==> src/inc/urxs_defs.svh <==
`ifndef URXS_DEFS_SVH
`define URXS_DEFS_SVH

// ------------------------------------------------------------
// Register byte offsets
// ------------------------------------------------------------
`define URXS_OFF_CTRL   5'h00
`define URXS_OFF_STAT   5'h04
`define URXS_OFF_MASK   5'h08
`define URXS_OFF_DATA   5'h0c

// ------------------------------------------------------------
// Control fields
// ------------------------------------------------------------
`define URXS_CTRL_EN    0
`define URXS_CTRL_OS16  1
`define URXS_CTRL_VOTE  2
`define URXS_CTRL_STOP2 3
`define URXS_CTRL_RST   4'h1

// ------------------------------------------------------------
// Status fields; low three are sticky events
// ------------------------------------------------------------
`define URXS_ST_DONE    0
`define URXS_ST_FERR    1
`define URXS_ST_OVR     2
`define URXS_ST_BUSY    4
`define URXS_ST_FULL    5
`define URXS_EVT_W      3

// ------------------------------------------------------------
// Clock period in ns and bit timing in component clocks
// ------------------------------------------------------------
`define URXS_CLK_NS     40
`define URXS_LAST8      4'h7
`define URXS_LAST16     4'hf
`define URXS_HALF8      4'h3
`define URXS_HALF16     4'h7

`endif

==> src/inc/urxs_pkg.sv <==
package urxs_pkg;

    typedef enum logic [2:0] {
        URXS_IDLE  = 3'b000,
        URXS_START = 3'b001,
        URXS_DATA  = 3'b010,
        URXS_STOP  = 3'b011,
        URXS_STOP2 = 3'b100,
        URXS_WAITH = 3'b101
    } urxs_state_e;

    typedef logic [3:0] urxs_cnt_t;

endpackage

==> src/hdl/urxs_sampler.sv <==
// Local design decisions: the Avalon-MM register port and the register offsets.
`timescale 1ns/10ps
`include "urxs_defs.svh"

// How it works
// One bit period is 8 or 16 component clocks, chosen by software.
// In 8x without voting the bit is sampled on the fourth clock.
// A falling edge on idle RX starts a frame and restarts counters.
// Start midpoint checked three clocks after restart, then every bit period.
// Frame timing begins at the first clock edge after the edge is seen.
// With voting, three samples one clock apart, majority decides the bit.
// Optional second stop bit is checked before the receiver rearms.
// In 16x mode the same scheme scales to sixteen clocks per bit.
// Low stop sample flags framing error; rearm only after RX returns high.
module urxs_sampler
    import urxs_pkg::*;
#(
    parameter int DATA_BITS = 8
)(
    input  wire logic        clk,
    input  wire logic        rst,
    input  wire logic        rx,
    input  wire logic [4:0]  address,
    input  wire logic        read,
    input  wire logic        write,
    input  wire logic [31:0] writedata,
    output logic      [31:0] readdata,
    output logic             waitrequest,
    output logic             irq
);
    // ------------------------------------------------------------
    // Parameter check
    // ------------------------------------------------------------
    if (DATA_BITS < 5 || DATA_BITS > 9) begin : badDataBits
        $error("DATA_BITS must be 5 to 9");
    end

    localparam logic [3:0] LAST_BIT = 4'(DATA_BITS - 1);

    urxs_state_e             state_r;
    logic                    rxQ_r;
    logic                    rxPrev_r;
    logic [3:0]              ctrl_r;
    logic                    os16Cfg_r;
    logic                    voteCfg_r;
    logic                    stop2Cfg_r;
    logic [3:0]              bitIdx_r;
    logic [DATA_BITS-1:0]    shReg_r;
    logic [DATA_BITS-1:0]    rxData_r;
    logic                    full_r;
    logic [`URXS_EVT_W-1:0]  stat_r;
    logic [`URXS_EVT_W-1:0]  mask_r;
    logic [31:0]             readdata_r;
    logic                    waitrequest_r;
    logic                    irq_r;
    urxs_cnt_t               cnt;
    logic                    decTick;
    logic                    midBit;
    logic                    voteBit;

    // ------------------------------------------------------------
    // Line register and edge detect
    // ------------------------------------------------------------
    // One flop on RX gives the single clock of start uncertainty
    always_ff @(posedge clk) begin
        if (rst) begin
            rxQ_r    <= 1'b1;
            rxPrev_r <= 1'b1;
        end else begin
            rxQ_r    <= rx;
            rxPrev_r <= rxQ_r;
        end
    end

    wire enabled  = ctrl_r[`URXS_CTRL_EN];
    wire fallSeen = rxPrev_r & ~rxQ_r;
    wire startDet = (state_r == URXS_IDLE) && enabled && fallSeen;
    wire bitVal   = voteCfg_r ? voteBit : midBit;

    // ------------------------------------------------------------
    // Timing and voting helpers
    // ------------------------------------------------------------
    urxs_bit_timer uTimer (
        .clk     (clk),
        .rst     (rst),
        .restart (startDet),
        .os16    (os16Cfg_r),
        .cnt     (cnt),
        .decTick (decTick)
    );

    urxs_voter uVoter (
        .clk     (clk),
        .rst     (rst),
        .rxIn    (rxQ_r),
        .midBit  (midBit),
        .voteBit (voteBit)
    );

    // ------------------------------------------------------------
    // Frame sequencer decode
    // ------------------------------------------------------------
    wire inStart   = (state_r == URXS_START) && decTick;
    wire inData    = (state_r == URXS_DATA) && decTick;
    wire inStop    = (state_r == URXS_STOP) && decTick;
    wire inStop2   = (state_r == URXS_STOP2) && decTick;
    wire stopBad   = (inStop || inStop2) && !bitVal;
    wire deliver   = inStop && bitVal;
    wire lastData  = inData && (bitIdx_r == LAST_BIT);

    urxs_state_e stateNxt;
    always_comb begin
        stateNxt = state_r;
        case (state_r)
            URXS_IDLE: begin
                if (startDet) begin
                    stateNxt = URXS_START;
                end
            end
            URXS_START: begin
                if (inStart) begin
                    stateNxt = bitVal ? URXS_IDLE : URXS_DATA;
                end
            end
            URXS_DATA: begin
                if (lastData) begin
                    stateNxt = URXS_STOP;
                end
            end
            URXS_STOP: begin
                if (stopBad) begin
                    stateNxt = URXS_WAITH;
                end else if (inStop) begin
                    stateNxt = stop2Cfg_r ? URXS_STOP2 : URXS_IDLE;
                end
            end
            URXS_STOP2: begin
                if (stopBad) begin
                    stateNxt = URXS_WAITH;
                end else if (inStop2) begin
                    stateNxt = URXS_IDLE;
                end
            end
            URXS_WAITH: begin
                if (rxQ_r) begin
                    stateNxt = URXS_IDLE;
                end
            end
            default: begin
                stateNxt = URXS_IDLE;
            end
        endcase
    end

    // ------------------------------------------------------------
    // Sequencer and shift register
    // ------------------------------------------------------------
    // Mode is latched at the start edge; a mid-frame write cannot skew bits
    always_ff @(posedge clk) begin
        if (rst) begin
            state_r    <= URXS_IDLE;
            bitIdx_r   <= 4'h0;
            shReg_r    <= '0;
            os16Cfg_r  <= 1'b0;
            voteCfg_r  <= 1'b0;
            stop2Cfg_r <= 1'b0;
        end else begin
            state_r <= stateNxt;
            if (state_r == URXS_IDLE) begin
                os16Cfg_r  <= ctrl_r[`URXS_CTRL_OS16];
                voteCfg_r  <= ctrl_r[`URXS_CTRL_VOTE];
                stop2Cfg_r <= ctrl_r[`URXS_CTRL_STOP2];
                bitIdx_r   <= 4'h0;
            end
            if (inData) begin
                shReg_r  <= {bitVal, shReg_r[DATA_BITS-1:1]}; // LSB first
                bitIdx_r <= bitIdx_r + 4'h1;
            end
        end
    end

    // ------------------------------------------------------------
    // Bus decode
    // ------------------------------------------------------------
    wire accept  = (read || write) && !waitrequest_r;
    wire wrAcc   = write && accept;
    wire rdAcc   = read && accept;
    wire selCtrl = (address == `URXS_OFF_CTRL);
    wire selStat = (address == `URXS_OFF_STAT);
    wire selMask = (address == `URXS_OFF_MASK);
    wire selData = (address == `URXS_OFF_DATA);
    wire dataRd  = rdAcc && selData;

    wire [`URXS_EVT_W-1:0] evtSet = {deliver && full_r && !dataRd, stopBad, deliver};
    wire [`URXS_EVT_W-1:0] evtClr = (wrAcc && selStat) ? writedata[`URXS_EVT_W-1:0] : '0;
    wire [`URXS_EVT_W-1:0] statNxt = (stat_r & ~evtClr) | evtSet;

    wire [31:0] statWord = {26'h0, full_r, state_r != URXS_IDLE, 1'b0, stat_r};
    wire [31:0] rdMux    = selCtrl ? {28'h0, ctrl_r} :
                           selStat ? statWord :
                           selMask ? {29'h0, mask_r} :
                           selData ? 32'(rxData_r) : 32'h0;

    // ------------------------------------------------------------
    // Registers and received data
    // ------------------------------------------------------------
    // Set beats clear so an event in the clearing cycle is kept
    always_ff @(posedge clk) begin
        if (rst) begin
            ctrl_r   <= `URXS_CTRL_RST;
            mask_r   <= '0;
            stat_r   <= '0;
            rxData_r <= '0;
            full_r   <= 1'b0;
        end else begin
            stat_r <= statNxt;
            if (wrAcc && selCtrl) begin
                ctrl_r <= writedata[3:0];
            end
            if (wrAcc && selMask) begin
                mask_r <= writedata[`URXS_EVT_W-1:0];
            end
            if (deliver) begin
                rxData_r <= shReg_r;
                full_r   <= 1'b1;
            end else if (dataRd) begin
                full_r <= 1'b0;
            end
        end
    end

    // ------------------------------------------------------------
    // Bus answer and interrupt
    // ------------------------------------------------------------
    // One wait state per access; waitrequest idles high
    always_ff @(posedge clk) begin
        if (rst) begin
            waitrequest_r <= 1'b1;
            readdata_r    <= 32'h0;
            irq_r         <= 1'b0;
        end else begin
            waitrequest_r <= !((read || write) && waitrequest_r);
            if (read && waitrequest_r) begin
                readdata_r <= rdMux;
            end
            irq_r <= |(statNxt & mask_r);
        end
    end

    assign readdata    = readdata_r;
    assign waitrequest = waitrequest_r;
    assign irq         = irq_r;
endmodule

==> src/hdl/urxs_bit_timer.sv <==
`timescale 1ns/10ps
`include "urxs_defs.svh"

// Oversampling counter: one bit period is 8 or 16 clocks
module urxs_bit_timer
    import urxs_pkg::*;
(
    input  wire logic      clk,
    input  wire logic      rst,
    input  wire logic      restart,
    input  wire logic      os16,
    output urxs_cnt_t      cnt,
    output wire logic      decTick
);
    urxs_cnt_t cnt_r;
    wire urxs_cnt_t lastCnt = os16 ? `URXS_LAST16 : `URXS_LAST8;
    wire urxs_cnt_t halfCnt = os16 ? `URXS_HALF16 : `URXS_HALF8;

    // ------------------------------------------------------------
    // Counter
    // ------------------------------------------------------------
    // Restart wins so a frame always aligns to its own start edge
    always_ff @(posedge clk) begin
        if (rst || restart || cnt_r == lastCnt) begin
            cnt_r <= 4'h0;
        end else begin
            cnt_r <= cnt_r + 4'h1;
        end
    end

    assign cnt     = cnt_r;
    // Decision one clock after mid, so the late vote sample exists
    assign decTick = (cnt_r == halfCnt + 4'h1);
endmodule

==> src/hdl/urxs_voter.sv <==
`timescale 1ns/10ps

// Two-sample history and two-out-of-three majority with the live sample
module urxs_voter (
    input  wire logic clk,
    input  wire logic rst,
    input  wire logic rxIn,
    output wire logic midBit,
    output wire logic voteBit
);
    logic [1:0] hist_r;

    // ------------------------------------------------------------
    // History of the two previous line samples
    // ------------------------------------------------------------
    always_ff @(posedge clk) begin
        if (rst) begin
            hist_r <= 2'b11;
        end else begin
            hist_r <= {hist_r[0], rxIn};
        end
    end

    // Sample at mid is one clock old at decision time
    assign midBit  = hist_r[0];
    assign voteBit = (hist_r[1] & hist_r[0]) | (hist_r[1] & rxIn) | (hist_r[0] & rxIn);
endmodule

==> config.mk <==
export PLATFORM = sky130hd
export DESIGN_NAME = urxs_sampler
export DESIGN_NICKNAME = d
export VERILOG_FILES = /design/src/inc/urxs_pkg.sv /design/src/hdl/urxs_sampler.sv /design/src/hdl/urxs_bit_timer.sv /design/src/hdl/urxs_voter.sv
export VERILOG_INCLUDE_DIRS = /design/src /design/src/inc
export SDC_FILE = /design/constraint.sdc
export NUM_CORES = 1
export LEC_CHECK = 0
export BUFFER_PORTS_ARGS = -buffer_cell sky130_fd_sc_hd__buf_2
export CORE_UTILIZATION = 55
export CTS_CLUSTER_DIAMETER = 120
export DETAILED_ROUTE_END_ITERATION = 8
export PLACE_DENSITY = 0.94
export REMOVE_ABC_BUFFERS = 1
export SLEW_MARGIN = 40
export SYNTH_ARGS = -nofsm -noshare
export SYNTH_HDL_FRONTEND = slang
export SYNTH_SLANG_ARGS = --single-unit
export TNS_END_PERCENT = 20
==> constraint.sdc <==
create_clock -name clk -period 4.45 [get_ports clk]
set_clock_uncertainty 0.2 [all_clocks]
set_input_delay 1.1125 -clock clk [delete_from_list [all_inputs] [get_ports clk]]
set_output_delay 1.1125 -clock clk [all_outputs]
set_load 0.02 [all_outputs]
=== Yosys cells after proc, flatten, opt, wreduce, memory -nomap -nowiden ===
Index checks and enable logic that the tools add are counted.

* Bits in registers: 79
* Bits of input ports: 42
* Word-level logic and storage cells: 107

* $add $sub $neg: 3
* Eq/ne operators: 17
* Muxes and demuxes: 23
* Bitwise logic cells: 11
* Reduce and logical (&&, ||, !) cells: 35

{| class="wikitable"
|+ Operators by type and width
! cell !! number
|-
| two-way mux 3 bit || 11
|-
| two-way mux 8 bit || 4
|-
| logical AND 1 bit || 20
|-
| one-hot mux 3 bit (6 select lines) || 1
|-
| adder 4 x 1 -> 4 bit (second input constant) || 3
|-
| two-way mux 4 bit || 3
|-
| == test 5 x 4 -> 1 bit (second input constant) || 2
|-
| == test 4 bit || 2
|-
| bitwise AND 3 bit || 2
|-
| == test 3 x 2 -> 1 bit (second input constant) || 2
|-
| == test 3 bit (second input constant) || 2
|-
| != test 2 bit (second input constant) || 3
|-
| != test 3 bit (second input constant) || 2
|-
| AND reduction 6 bit || 1
|-
| == test 5 x 3 -> 1 bit (second input constant) || 1
|-
| zero test 5 bit || 1
|-
| bitwise AND 1 bit || 4
|-
| == test 4 x 3 -> 1 bit (second input constant) || 1
|-
| zero test 1 bit || 4
|-
| logical OR 1 bit || 4
|-
| nonzero test 2 bit || 2
|-
| == test 3 x 1 -> 1 bit (second input constant) || 1
|-
| zero test 3 bit || 1
|-
| two-way mux 1 bit || 3
|-
| 8 further kinds || 9
|}

=== Longest topological paths before layout ===
Gate-level depths: netlist of run 1.

* Depth after elaboration: 10
* Mapped depth: 9
* Mapped depth without buffers: 7

=== By module ===
Synthesis of run 1 repeated with hierarchy kept, for this count alone.

* Cells, all modules: 291
* Area total of the unflattened synthesis: 2,547.4 um^2

{| class="wikitable"
|+ Modules (own cells, without submodules)
! module !! times used !! cells an instance !! area each (um^2)
|-
| urxs_sampler || 1 || 264 || 2,288.4
|-
| urxs_bit_timer || 1 || 22 || 195.2
|-
| urxs_voter || 1 || 5 || 63.8
|}

=== Least setup slack after synthesis of run 1 ===
OpenSTA, ideal clock, no wires.

* Path kind: input-to-reg
* From: input port address[2]
* To: register irq_r (netlist: irq)
* Library setup time: 0.122 ns
* Arrival time: 2.477 ns
* Slack: 1.651 ns
* Stages: 6
* Path buffers: 1
* Cells stage by stage: buf_6 -> or4b_4 -> nor3_4 -> nand2_1 -> a32o_2 -> a221o_1

* Longest elaborated chain between the ends: 8
* Elaborated cells on any way between the ends: 12

{| class="wikitable"
|+ RTL lines
! element !! RTL line !! text
|-
| from (decl) || urxs_sampler.sv:23 || <nowiki>input wire logic [4:0] address,</nowiki>
|-
| == test 5 x 3 -> 1 bit (no source line) || - ||
|-
| logical AND 1 bit || urxs_sampler.sv:195 || <nowiki>wire [`URXS_EVT_W-1:0] evtClr = (wrAcc && selStat) ? writedata[`URXS_EVT_W-1:0] : '0;</nowiki>
|-
| two-way mux 3 bit || urxs_sampler.sv:195 ||
|-
| NOT 3 bit || urxs_sampler.sv:196 || <nowiki>wire [`URXS_EVT_W-1:0] statNxt = (stat_r & ~evtClr) | evtSet;</nowiki>
|-
| bitwise AND 3 bit || urxs_sampler.sv:196 ||
|-
| OR 3 bit * || urxs_sampler.sv:196 ||
|-
| bitwise AND 3 bit * || urxs_sampler.sv:246 || <nowiki>irq_r <= |(statNxt & mask_r);</nowiki>
|-
| OR reduction 3 bit * || urxs_sampler.sv:246 ||
|-
| to (signal assigned) || urxs_sampler.sv:246 ||
|-
| to (decl) || urxs_sampler.sv:55 || <nowiki>logic irq_r;</nowiki>
|}

Mark *: on every way between the ends. The rest lies on a longest branch, timed or not.
A chain may end at the register's enable or synchronous reset.

=== Worst setup path after layout of run 1 ===
Ends and elaborated chain as after synthesis.

==> results.tsv, run 1 <==
stage	metric	value	unit
route	totalWireLength	5.30	mm
logic_synthesis	synth.top_cell.area_share	0.424	
logic_synthesis	synthAdderAreaFrac	0.0147	
logic_synthesis	synth-warning-count	0	
logic_synthesis	synthSimpleGateAreaFrac	0.240	
clock_tree	clock_path_buffers	2	
sta	fin_crit	2.72	ns
job	maxCapViolations	0	
placed_design	detailed_place.area	2590	µm²
logic_synthesis	yosys.area.top_type	dfxtp_1	
clock_tree	cts_root_buffer	clkbuf_8	
logic_synthesis	syn_inst	308	
sta	hold_violations	0	
global_route	grt_overflow	0	
placed_design	gp_congestion	0.873	
final_layout	multiInputGateArea	1300	µm²
critical_path	required	4.45	ns
die	rows	24	
logic_synthesis	syn_avg_cell_area	8.28	µm²
placed_design	hpwlAfterDp	3.78	mm
final_layout	layout_commonest_cell	nand2_1	
route	drc	0	
clock_tree	postCtsSetupBuffers	0	
clock_tree	tritoncts	yes	
die	die_w	70.1	µm
route	drt-initial-drc-count	157	
sta	fin_tns_setup	0	ns
logic_synthesis	synthTopCellsByArea	dfxtp_1 42%, nand2_1 9.0%, buf_4 7.1%	
critical_path	start_kind	primary input	
final_layout	fin_area	2690	µm²
sta	finalCritPeriodShare	0.610	
global_route	grt_usage	0.225	
sta	rsz0062_at_grt	no	
status	status	finished clean	
logic_synthesis	synth_ff_type	dfxtp_1	
clock_tree	cts_hold_buf	0	
clock_tree	cts_buffers	5	
pwr	powerDensity	319	nW/µm²
die	start_util	0.578	
logic_synthesis	synth_top_family_by_area	simple AND/OR/NAND/NOR gates	
logic_synthesis	synth_edf_count	0	
placed_design	numPortBuffers	23	
logic_synthesis	syn_area	2550	µm²
critical_path	critical_path_class	primary input to register	
global_route	antenna_found_initial	0	
pwr	vdd_ir_drop_max	0.000129	V
global_route	grt_pass1_vias	1973	
pwr	p_leak	1.04	nW
final_layout	regArea	1080	µm²
sta	fmax	368	MHz
logic_synthesis	synthMuxAreaShare	0.0304	
placed_design	place_ws	1.42	ns
die	io_pins	76	
final_layout	final_cell_mix	61 x nand2_1, 54 x dfxtp_1, 34 x a21oi_1	
critical_path	cp_max_fo	10	
die	die-area	4910	µm²
route	num_vias	2160	
sta	slew_headroom	0.527	
logic_synthesis	yosysUniqueCellTypes	58	
sta	layout_setup_ws	1.73	ns
clock_tree	post_cts_resized	0	
logic_synthesis	synth-seq-area-share	0.424	
route	firstDrtPassIters	4	
final_layout	nets	368	
route	post_drt_via_cell_ratio	5.74	
clock_tree	cts.htree.levels	2	
final_layout	final_layout_size_suffix_gt1_frac	0.136	
critical_path	critPathCaptureType	register	
logic_synthesis	synth_compound_area_frac	0.172	
logic_synthesis	synth-seq-cells	54	
worst_hold_path	hold_class	register to register	
final_layout	antenna_cells	0	
final_layout	syn2layout_area_growth	5.30	%
route	routedWlPerCell	14.1	µm
clock_tree	clk_latency	0.31	ns
logic_synthesis	synth_xor_area_frac	0.0103	
clock_tree	cts_sinks	54	
logic_synthesis	async_reset_ff_frac	0	
critical_path	arrival	2.72	ns
sta	maxSlewViolCount	0	
route	antenna_left	0	
global_route	grt_max_degree	29	
final_layout	fillerInstances	373	
global_route	grt_pass1_wl	8.69	mm
sta	setup_viol	0	
sta	tightest_slew	0.706	ns
die	core	4410	µm²
die	dieHeight	70.1	µm
clock_tree	clkSlewWorstSetupHoldPaths	0.09	ns
## final timing paths
check	startpoint	to	slack, ns	cells past startpoint
setup / recovery	address[2]	irq	1.73	6
hold / removal	readdata[4]	readdata[4]	0.25	2
setup reg to reg	uTimer.cnt[0]	irq	1.77	7
hold reg to reg	readdata[4]	readdata[4]	0.25	2
## critical path: stages
cell,delay [ns]
buf_2,0.22
or4b_4,0.53
nor3_4,0.17
nand2_1,0.08
a32o_2,0.27
a221o_1,0.34
## sequential cells by signal (all words and copies together), names as in the netlist
register	cells
readdata	8
rxData_r	8
shReg_r	8
bitIdx_r	4
ctrl_r	4
uTimer.cnt	4
mask_r	3
stat_r	3
state_r	3
uVoter.hist_r	2
full_r	1
irq	1
os16Cfg_r	1
rxQ_r	1
stop2Cfg_r	1
voteCfg_r	1
waitrequest	1
## logic make-up after synthesis
| group | after synthesis |
|---|---|
| other cells | 1 |
| flops | 54 |
| xor+xnor | 3 |
| compound gates | 68 |
| mux | 6 |
| simple gates | 127 |
| buf+inv | 46 |
| fa+ha+maj | 3 |
## area by class of cell
cell class	count	share of cell area
Tap cell	52	0.0242
Inverter	7	0.00979
Timing Repair Buffer	24	0.0457
Multi-Input combinational cell	231	0.484
Clock buffer	7	0.0322
Clock inverter	1	0.00186
Sequential cell	54	0.403
## report_power, final
part,total (mW),internal [mW],switching [mW]
registers,0.497,0.490,0.00777
logic,0.0805,0.0214,0.0591
clock network,0.279,0.126,0.153
## per-stage QoR
step	hold WS, ns	util	power [mW]	cells
after global routing	0.273	0.608	0.888	376
after detailed placement	0.242	0.588	0.587	368
after global placement	0.236	0.584	0.584	368
after floorplan	0.226	-	0.558	292
after CTS	0.253	0.608	0.862	376
final	0.254	0.608	0.857	376
## routing by layer
| metal | track usage | up-vias | part of all wire |
|---|---|---|---|
| li1 | - | 1063 | - |
| met1 | 0.255 | 987 | 0.41 |
| met2 | 0.381 | 92 | 0.50 |
| met3 | 0.0563 | 18 | 0.055 |
| met4 | 0.129 | 0 | 0.032 |
| met5 | 0 | - | 0 |
## cell usage after synthesis, drive strengths merged, types with 2 or more instances
| library cell | count |
|---|---|
| nand4b | 2 |
| a211oi | 2 |
| a22oi | 3 |
| or2 | 3 |
| inv | 7 |
| a31o | 2 |
| o21ai | 5 |
| mux2i | 4 |
| nand2b | 2 |
| nor3 | 8 |
| or4 | 2 |
| a21oi | 34 |
| xnor2 | 2 |
| nor4 | 2 |
| or3 | 3 |
| nor2 | 18 |
| nand2 | 61 |
| dfxtp | 54 |
| ha | 3 |
| a21o | 2 |
| nand3 | 15 |
| a221oi | 2 |
| clkbuf | 12 |
| buf | 27 |
| a311oi | 3 |
| and2 | 2 |
Power figures use the tool's default switching activity.
==> run 2: changes to the inputs <==
- CORE_UTILIZATION: 55 -> 46
- PLACE_DENSITY: 0.94 -> 0.85
- clock period: 4.45 -> 2.23 ns (I/O delays scaled with it)
==> run 2 against run 1 <==
  * Clock-buffer cell count is 1 lower
  * Wire length up 1.0%
  * Clock power increased by 87%
  * Core utilization fell by 6.9 points
  * Register-to-register slack got worse by 1.7 ns
  * Non-clock buffer count up 16
  * Final area grew 5.1%
  * Sequential share of layout area decreased by 1.9 points
  * Die area increased by 19%
  * Sequential cell count is the same
  * Final cell count up 8.8%
  * Largest cell class unchanged
==> results.tsv, run 2 (same netlist as run 1, synthesis figures left out) <==
stage	metric	value	unit	change
route	routedWlPerCell	13.1	µm	was 14.1 µm
global_route	grt_max_degree	31		was 29
critical_path	critical_path_class	register to register		was primary input to register
final_layout	layout_commonest_cell	nand2_1		unchanged
sta	maxSlewViolCount	0		unchanged
critical_path	cp_max_fo	10		unchanged
clock_tree	cts_root_buffer	clkbuf_8		unchanged
job	maxCapViolations	0		unchanged
placed_design	detailed_place.area	2720	µm²	was 2590 µm²
sta	fin_tns_setup	0	ns	unchanged
sta	tightest_slew	0.487	ns	was 0.706 ns
critical_path	required	2.29	ns	was 4.45 ns
clock_tree	cts_buffers	5		unchanged
final_layout	syn2layout_area_growth	10.7	%	was 5.30%
die	core	5240	µm²	was 4410 µm²
placed_design	place_ws	-0.160	ns	was 1.42 ns
critical_path	start_kind	register		was primary input
pwr	powerDensity	600	nW/µm²	was 319 nW/µm²
final_layout	fin_area	2820	µm²	was 2690 µm²
clock_tree	cts_hold_buf	0		unchanged
placed_design	gp_congestion	0.881		was 0.873
sta	layout_setup_ws	0.0994	ns	was 1.73 ns
status	status	finished clean		unchanged
die	dieHeight	76.5	µm	was 70.1 µm
placed_design	numPortBuffers	23		unchanged
final_layout	regArea	1080	µm²	about the same
route	drc	0		unchanged
critical_path	arrival	2.19	ns	was 2.72 ns
sta	fmax	469	MHz	
global_route	grt_pass1_vias	2038		was 1,973
final_layout	final_layout_size_suffix_gt1_frac	0.177		was 0.136
critical_path	rrSetupSlack	0.1	ns	was 1.77 ns
die	start_util	0.487		was 0.578
clock_tree	postCtsSetupBuffers	0		unchanged
clock_tree	tritoncts	yes		unchanged
final_layout	multiInputGateArea	1300	µm²	about the same
worst_hold_path	hold_class	primary input to register		was register to register
clock_tree	cts.htree.levels	2		unchanged
global_route	antenna_found_initial	0		unchanged
global_route	grt_overflow	0		unchanged
clock_tree	clkSlewWorstSetupHoldPaths	0.09	ns	about the same
pwr	finalPower	1.69	mW	was 0.857 mW
critical_path	critPathCaptureType	register		unchanged
route	drt-initial-drc-count	153		was 157
sta	rsz0062_at_grt	yes		was no
sta	setup_viol	0		unchanged
die	rows	26		was 24
placed_design	hpwlAfterDp	3.82	mm	was 3.78 mm
final_layout	antenna_cells	0		unchanged
route	totalWireLength	5.35	mm	was 5.30 mm
final_layout	final_cell_mix	61 x nand2_1, 53 x dfxtp_1, 34 x a21oi_1		was 61 x nand2_1, 54 x dfxtp_1, 34 x a21oi_1
clock_tree	cts_sinks	54		unchanged
sta	finalCritPeriodShare	0.955		
final_layout	nets	384		was 368
die	die-area	5850	µm²	was 4910 µm²
global_route	grt_usage	0.189		was 0.225
route	firstDrtPassIters	5		was 4
die	die_w	76.5	µm	was 70.1 µm
route	post_drt_via_cell_ratio	5.37		was 5.74
die	io_pins	76		unchanged
global_route	grt_pass1_wl	8.96	mm	was 8.69 mm
pwr	vdd_ir_drop_max	0.000270	V	was 0.000129 V
sta	hold_violations	0		unchanged
pwr	p_leak	1.11	nW	was 1.04 nW
route	antenna_left	0		unchanged
clock_tree	clock_path_buffers	2		unchanged
sta	slew_headroom	0.671		was 0.527
route	num_vias	2195		was 2,160
sta	fin_crit	2.13	ns	
final_layout	fillerInstances	476		was 373
clock_tree	clk_latency	0.31	ns	about the same
[run 2: cell types whose count changed in the layout (fill, tap and decap cells not counted), sizes merged]
cell	before	now
buf	24	40
clkinv	1	0
clkinvlp	0	1
clkbuf	7	6
[run 2: cell type report]
class,count,share of cell area
Multi-Input combinational cell,231,0.462
Clock inverter,1,0.00266
Clock buffer,6,0.0257
Inverter,7,0.00931
Tap cell,70,0.0310
Timing Repair Buffer,40,0.0860
Sequential cell,54,0.383
[run 2: worst paths after layout]
| check | from | endpoint | cells after the start |
|---|---|---|---|
| setup / recovery | uTimer.cnt[0] | state_r[2] | 8 |
| setup reg to reg | uTimer.cnt[0] | state_r[2] | 8 |
| hold / removal | rx | rxQ_r | 2 |
| hold reg to reg | uTimer.cnt[0] | uTimer.cnt[0] | 1 |
[run 2: report_power, final]
part,total [mW],switching (mW),internal [mW]
combinational,0.177,0.122,0.0548
clock,0.523,0.307,0.216
sequential,0.994,0.0165,0.977
[run 2: per-stage QoR]
stage | hold slack [ns] | cells | util
finish | 0.226 | 409 | 0.539
global route | 0.217 | 409 | 0.539
CTS | 0.217 | 409 | 0.536
detailed placement | 0.246 | 402 | 0.519
global placement | 0.236 | 402 | 0.519
floorplan | 0.226 | 292 | -
[run 2: critical path, stage by stage, from the launching register on]
cell and delay [ns]:
dfxtp_2 0.35, inv_1 0.05, ha_1 0.15, and4bb_1 0.25
nor2_1 0.08, buf_4 0.18, or4_4 0.50, a311oi_2 0.21
a31o_1 0.12
[run 2: repair_timing]
item / 4_1_cts / 5_1_grt
endpoints found under the hold margin: 0 / 0
cloned: 0 / 0
gates resized for setup: 1 / 4
endpoints found under the setup margin: 2 / 3
[run 2: layer usage]
| metal | share of wire | track usage | vias to the layer above |
|---|---|---|---|
| met5 | 0 | 0 | - |
| met4 | 0.015 | 0.0673 | 0 |
| met3 | 0.055 | 0.0503 | 10 |
| met2 | 0.48 | 0.315 | 78 |
| met1 | 0.45 | 0.232 | 1021 |
| li1 | - | - | 1086 |
==> run 3: changes to the inputs <==
--- a/config.mk
+++ b/config.mk
@@ -17,2 +17,3 @@
 export SYNTH_HDL_FRONTEND = slang
+export SYNTH_HIERARCHICAL = 1
 export SYNTH_SLANG_ARGS = --single-unit
==> constraint.sdc (replaced) <==
create_clock -name clk -period 2.23 [get_ports clk]
set_clock_uncertainty 0.2 [all_clocks]
set_input_delay 0.446 -clock clk [delete_from_list [all_inputs] [get_ports clk]]
set_output_delay 0.446 -clock clk [all_outputs]
set_load 0.02 [all_outputs]
==> run 3 against run 2 <==
  * Highest routed layer unchanged
  * Worst hold slack got worse by 0.11 ns
  * Synthesized cell count decreased by 5.5%
  * Critical path type unchanged
  * Register-to-register slack improved by 0.12 ns
  * Non-clock buffer count decreased by 6
  * Sequential cell count increased by 1
  * Total power increased by 7.7%
==> results.tsv, run 3 <==
stage	metric	value	unit	change
status	status	finished clean		unchanged
die	io_pins	76		unchanged
pwr	powerDensity	656	nW/µm²	was 600 nW/µm²
final_layout	nets	359		was 384
pwr	pwr-share-clk	0.371		was 0.309
route	post_drt_via_cell_ratio	5.25		was 5.37
logic_synthesis	synth-warning-count	6		was 0
sta	fin_crit	2.01	ns	was 2.13 ns
placed_design	numPortBuffers	23		unchanged
logic_synthesis	synth_edf_count	0		unchanged
pwr	seqPwrFrac	0.551		was 0.587
critical_path	critPathCaptureType	register		unchanged
route	num_vias	2022		was 2,195
critical_path	max_stage_delay	0.38	ns	was 0.50 ns
logic_synthesis	synthTopCellsByArea	dfxtp_1 43%, buf_4 7.1%, nand2_1 6.0%		was dfxtp_1 42%, nand2_1 9.0%, buf_4 7.1%
route	firstDrtPassIters	4		was 5
sta	setup_viol	0		unchanged
pwr	finalPower	1.83	mW	was 1.69 mW
logic_synthesis	synth.top_cell.area_share	0.432		was 0.424
route	drc	0		unchanged
final_layout	antenna_cells	0		unchanged
route	drt-initial-drc-count	123		was 153
sta	hold_violations	0		unchanged
critical_path	cp_max_fo	8		was 10
route	antenna_left	0		unchanged
logic_synthesis	synth-seq-area-share	0.432		was 0.424
clock_tree	tritoncts	yes		unchanged
logic_synthesis	synth_ff_type	dfxtp_1		unchanged
die	die-area	5840	µm²	was 5850 µm²
sta	maxSlewViolCount	0		unchanged
clock_tree	clock_path_buffers	2		unchanged
global_route	grt_pass1_vias	1818		was 2,038
logic_synthesis	synth-seq-cells	55		was 54
critical_path	arrival	2.01	ns	was 2.19 ns
clock_tree	clkSlewWorstSetupHoldPaths	0.09	ns	about the same
logic_synthesis	syn_avg_cell_area	8.75	µm²	was 8.28 µm²
job	maxCapViolations	0		unchanged
logic_synthesis	synth.most_common_cell	dfxtp_1		was nand2_1
sta	rsz0062_at_grt	no		was yes
worst_hold_path	hp-start	rx		unchanged
sta	finalCritPeriodShare	0.903		was 0.955
worst_hold_path	hold_class	primary input to register		unchanged
global_route	grt_max_degree	26		was 31
final_layout	syn2layout_area_growth	9.28	%	was 10.7%
logic_synthesis	yosys.area.top_type	dfxtp_1		unchanged
pwr	pwr-share-comb	0.078		was 0.104
critical_path	cp_slowest_cell	dfxtp_1		was or4_4
die	die_w	76.4	µm	was 76.5 µm
placed_design	gp_congestion	0.788		was 0.881
pwr	p_sw_frac	0.233		was 0.263
pwr	p_leak	1.14	nW	was 1.11 nW
clock_tree	cts_root_buffer	clkbuf_8		unchanged
global_route	grt_pass1_wl	8.32	mm	was 8.96 mm
global_route	antenna_found_initial	0		unchanged
critical_path	crit_path_start	uTimer/cnt[0]		was uTimer.cnt[0]
route	routedWlPerCell	12.5	µm	was 13.1 µm
critical_path	path_cells	inv_1 > ha_1 > a21boi_0 > buf_4 > and4b_1 > nand2_1 > a21oi_1 > a221o_1		was inv_1 > ha_1 > and4bb_1 > nor2_1 > buf_4 > or4_4 > a311oi_2 > a31o_1
global_route	grt_overflow	0		unchanged
pwr	cellInternalPower	1.40	mW	was 1.25 mW
placed_design	hpwlAfterDp	3.48	mm	was 3.82 mm
sta	fmax	497	MHz	was 469 MHz
critical_path	critical_path_class	register to register		unchanged
clock_tree	postCtsSetupBuffers	0		unchanged
logic_synthesis	async_reset_ff_frac	0		unchanged
die	start_util	0.489		was 0.487
final_layout	final_core_util	0.535		was 0.539
clock_tree	post_cts_resized	0		was 1
logic_synthesis	syn_area	2550	µm²	about the same
pwr	vdd_ir_drop_max	0.000249	V	was 0.000270 V
global_route	grt_usage	0.175		was 0.189
final_layout	final_cell_mix	55 x dfxtp_1, 41 x nand2_1, 33 x nor2_1		was 61 x nand2_1, 53 x dfxtp_1, 34 x a21oi_1
critical_path	required	2.23	ns	was 2.29 ns
clock_tree	cts_hold_buf	0		unchanged
final_layout	final_layout_size_suffix_gt1_frac	0.175		was 0.177
clock_tree	cts.htree.levels	2		unchanged
final_layout	layout_commonest_cell	dfxtp_1		was nand2_1
logic_synthesis	syn_inst	291		was 308
die	dieHeight	76.4	µm	was 76.5 µm
critical_path	start_kind	register		unchanged
die	core	5200	µm²	was 5240 µm²
clock_tree	cts_sinks	55		was 54
logic_synthesis	synthTopCellsByCount	55 x dfxtp_1, 41 x nand2_1, 33 x nor2_1		was 61 x nand2_1, 54 x dfxtp_1, 34 x a21oi_1
pwr	switchingPower	0.426	mW	was 0.446 mW
critical_path	rr_startpoint	uTimer/cnt[0]		was uTimer.cnt[0]
die	rows	26		unchanged
clock_tree	cts_buffers	5		unchanged
route	totalWireLength	4.81	mm	was 5.35 mm
clock_tree	clk_latency	0.31	ns	about the same
logic_synthesis	yosysUniqueCellTypes	52		was 58
## run 3: kinds of logic (layout without fill, tap and decap cells)
group,Yosys count,after routing,share of synthesized area
adder cells (fa/ha/maj),4,4,0.0192
buffers and inverters,50,51,0.112
XOR/XNOR,3,3,0.0103
other,1,24,0.00147
AO/OA/AOI/OAI,55,55,0.139
flip-flops,55,55,0.432
multiplexers,15,15,0.0742
AND/OR/NAND/NOR,108,108,0.211
## run 3: layout make-up
type | count | area (µm²)
Clock buffer | 6 | 82.6
Clock inverter | 2 | 35.0
Fill cell | 471 | 2420
Inverter | 9 | 33.8
Multi-Input combinational cell | 209 | 1250
Sequential cell | 55 | 1100
Tap cell | 70 | 87.6
Timing Repair Buffer | 34 | 198
## run 3: worst paths after layout
path	slack [ns]	cells after the start	to
worst max-delay path	0.22	8	irq
worst min-delay path	0.12	2	rxQ_r
worst max register to register	0.22	8	irq
worst min register to register	0.25	2	readdata[7]
## run 3: stage by stage
stage / std cells / setup WS (ns) / hold slack, ns / instance area (µm²) / TNS [ns]
after floorplan: 273 / 0.174 / 0.225 / 2380 / 0
after global placement: 377 / 0.00424 / 0.237 / 2670 / 0
after detailed placement: 377 / -0.0137 / 0.243 / 2670 / -0.0137
after CTS: 385 / 0.215 / 0.112 / 2780 / 0
after global routing: 385 / 0.0458 / 0.125 / 2780 / 0
final: 385 / 0.216 / 0.117 / 2780 / 0
## run 3: layer usage
metal | routed length, µm | part of all wire | up-vias | track usage
li1 | - | - | 1003 | -
met1 | 2130 | 0.44 | 959 | 0.224
met2 | 2400 | 0.50 | 54 | 0.288
met3 | 230 | 0.048 | 6 | 0.0407
met4 | 55 | 0.011 | 0 | 0.0577
met5 | 0 | 0 | - | 0
## run 3: power by group through the flow
stage	clock network, mW	registers, mW	logic [mW]
after floorplan	0	1.03	0.0828
after global placement	0	1.03	0.138
after detailed placement	0	1.03	0.141
after CTS	0.687	1.00	0.142
after global routing	0.734	1.01	0.157
final	0.678	1.01	0.143
## run 3: critical path, delay by kind of cell, from the launching register on
family                     cells  cell delay, ns
AOI/OAI and AO/OA              3            0.53
adders and majority gates      1            0.20
buffers and inverters          2            0.23
DFF                            1            0.38
and+or+nand+nor                2            0.35
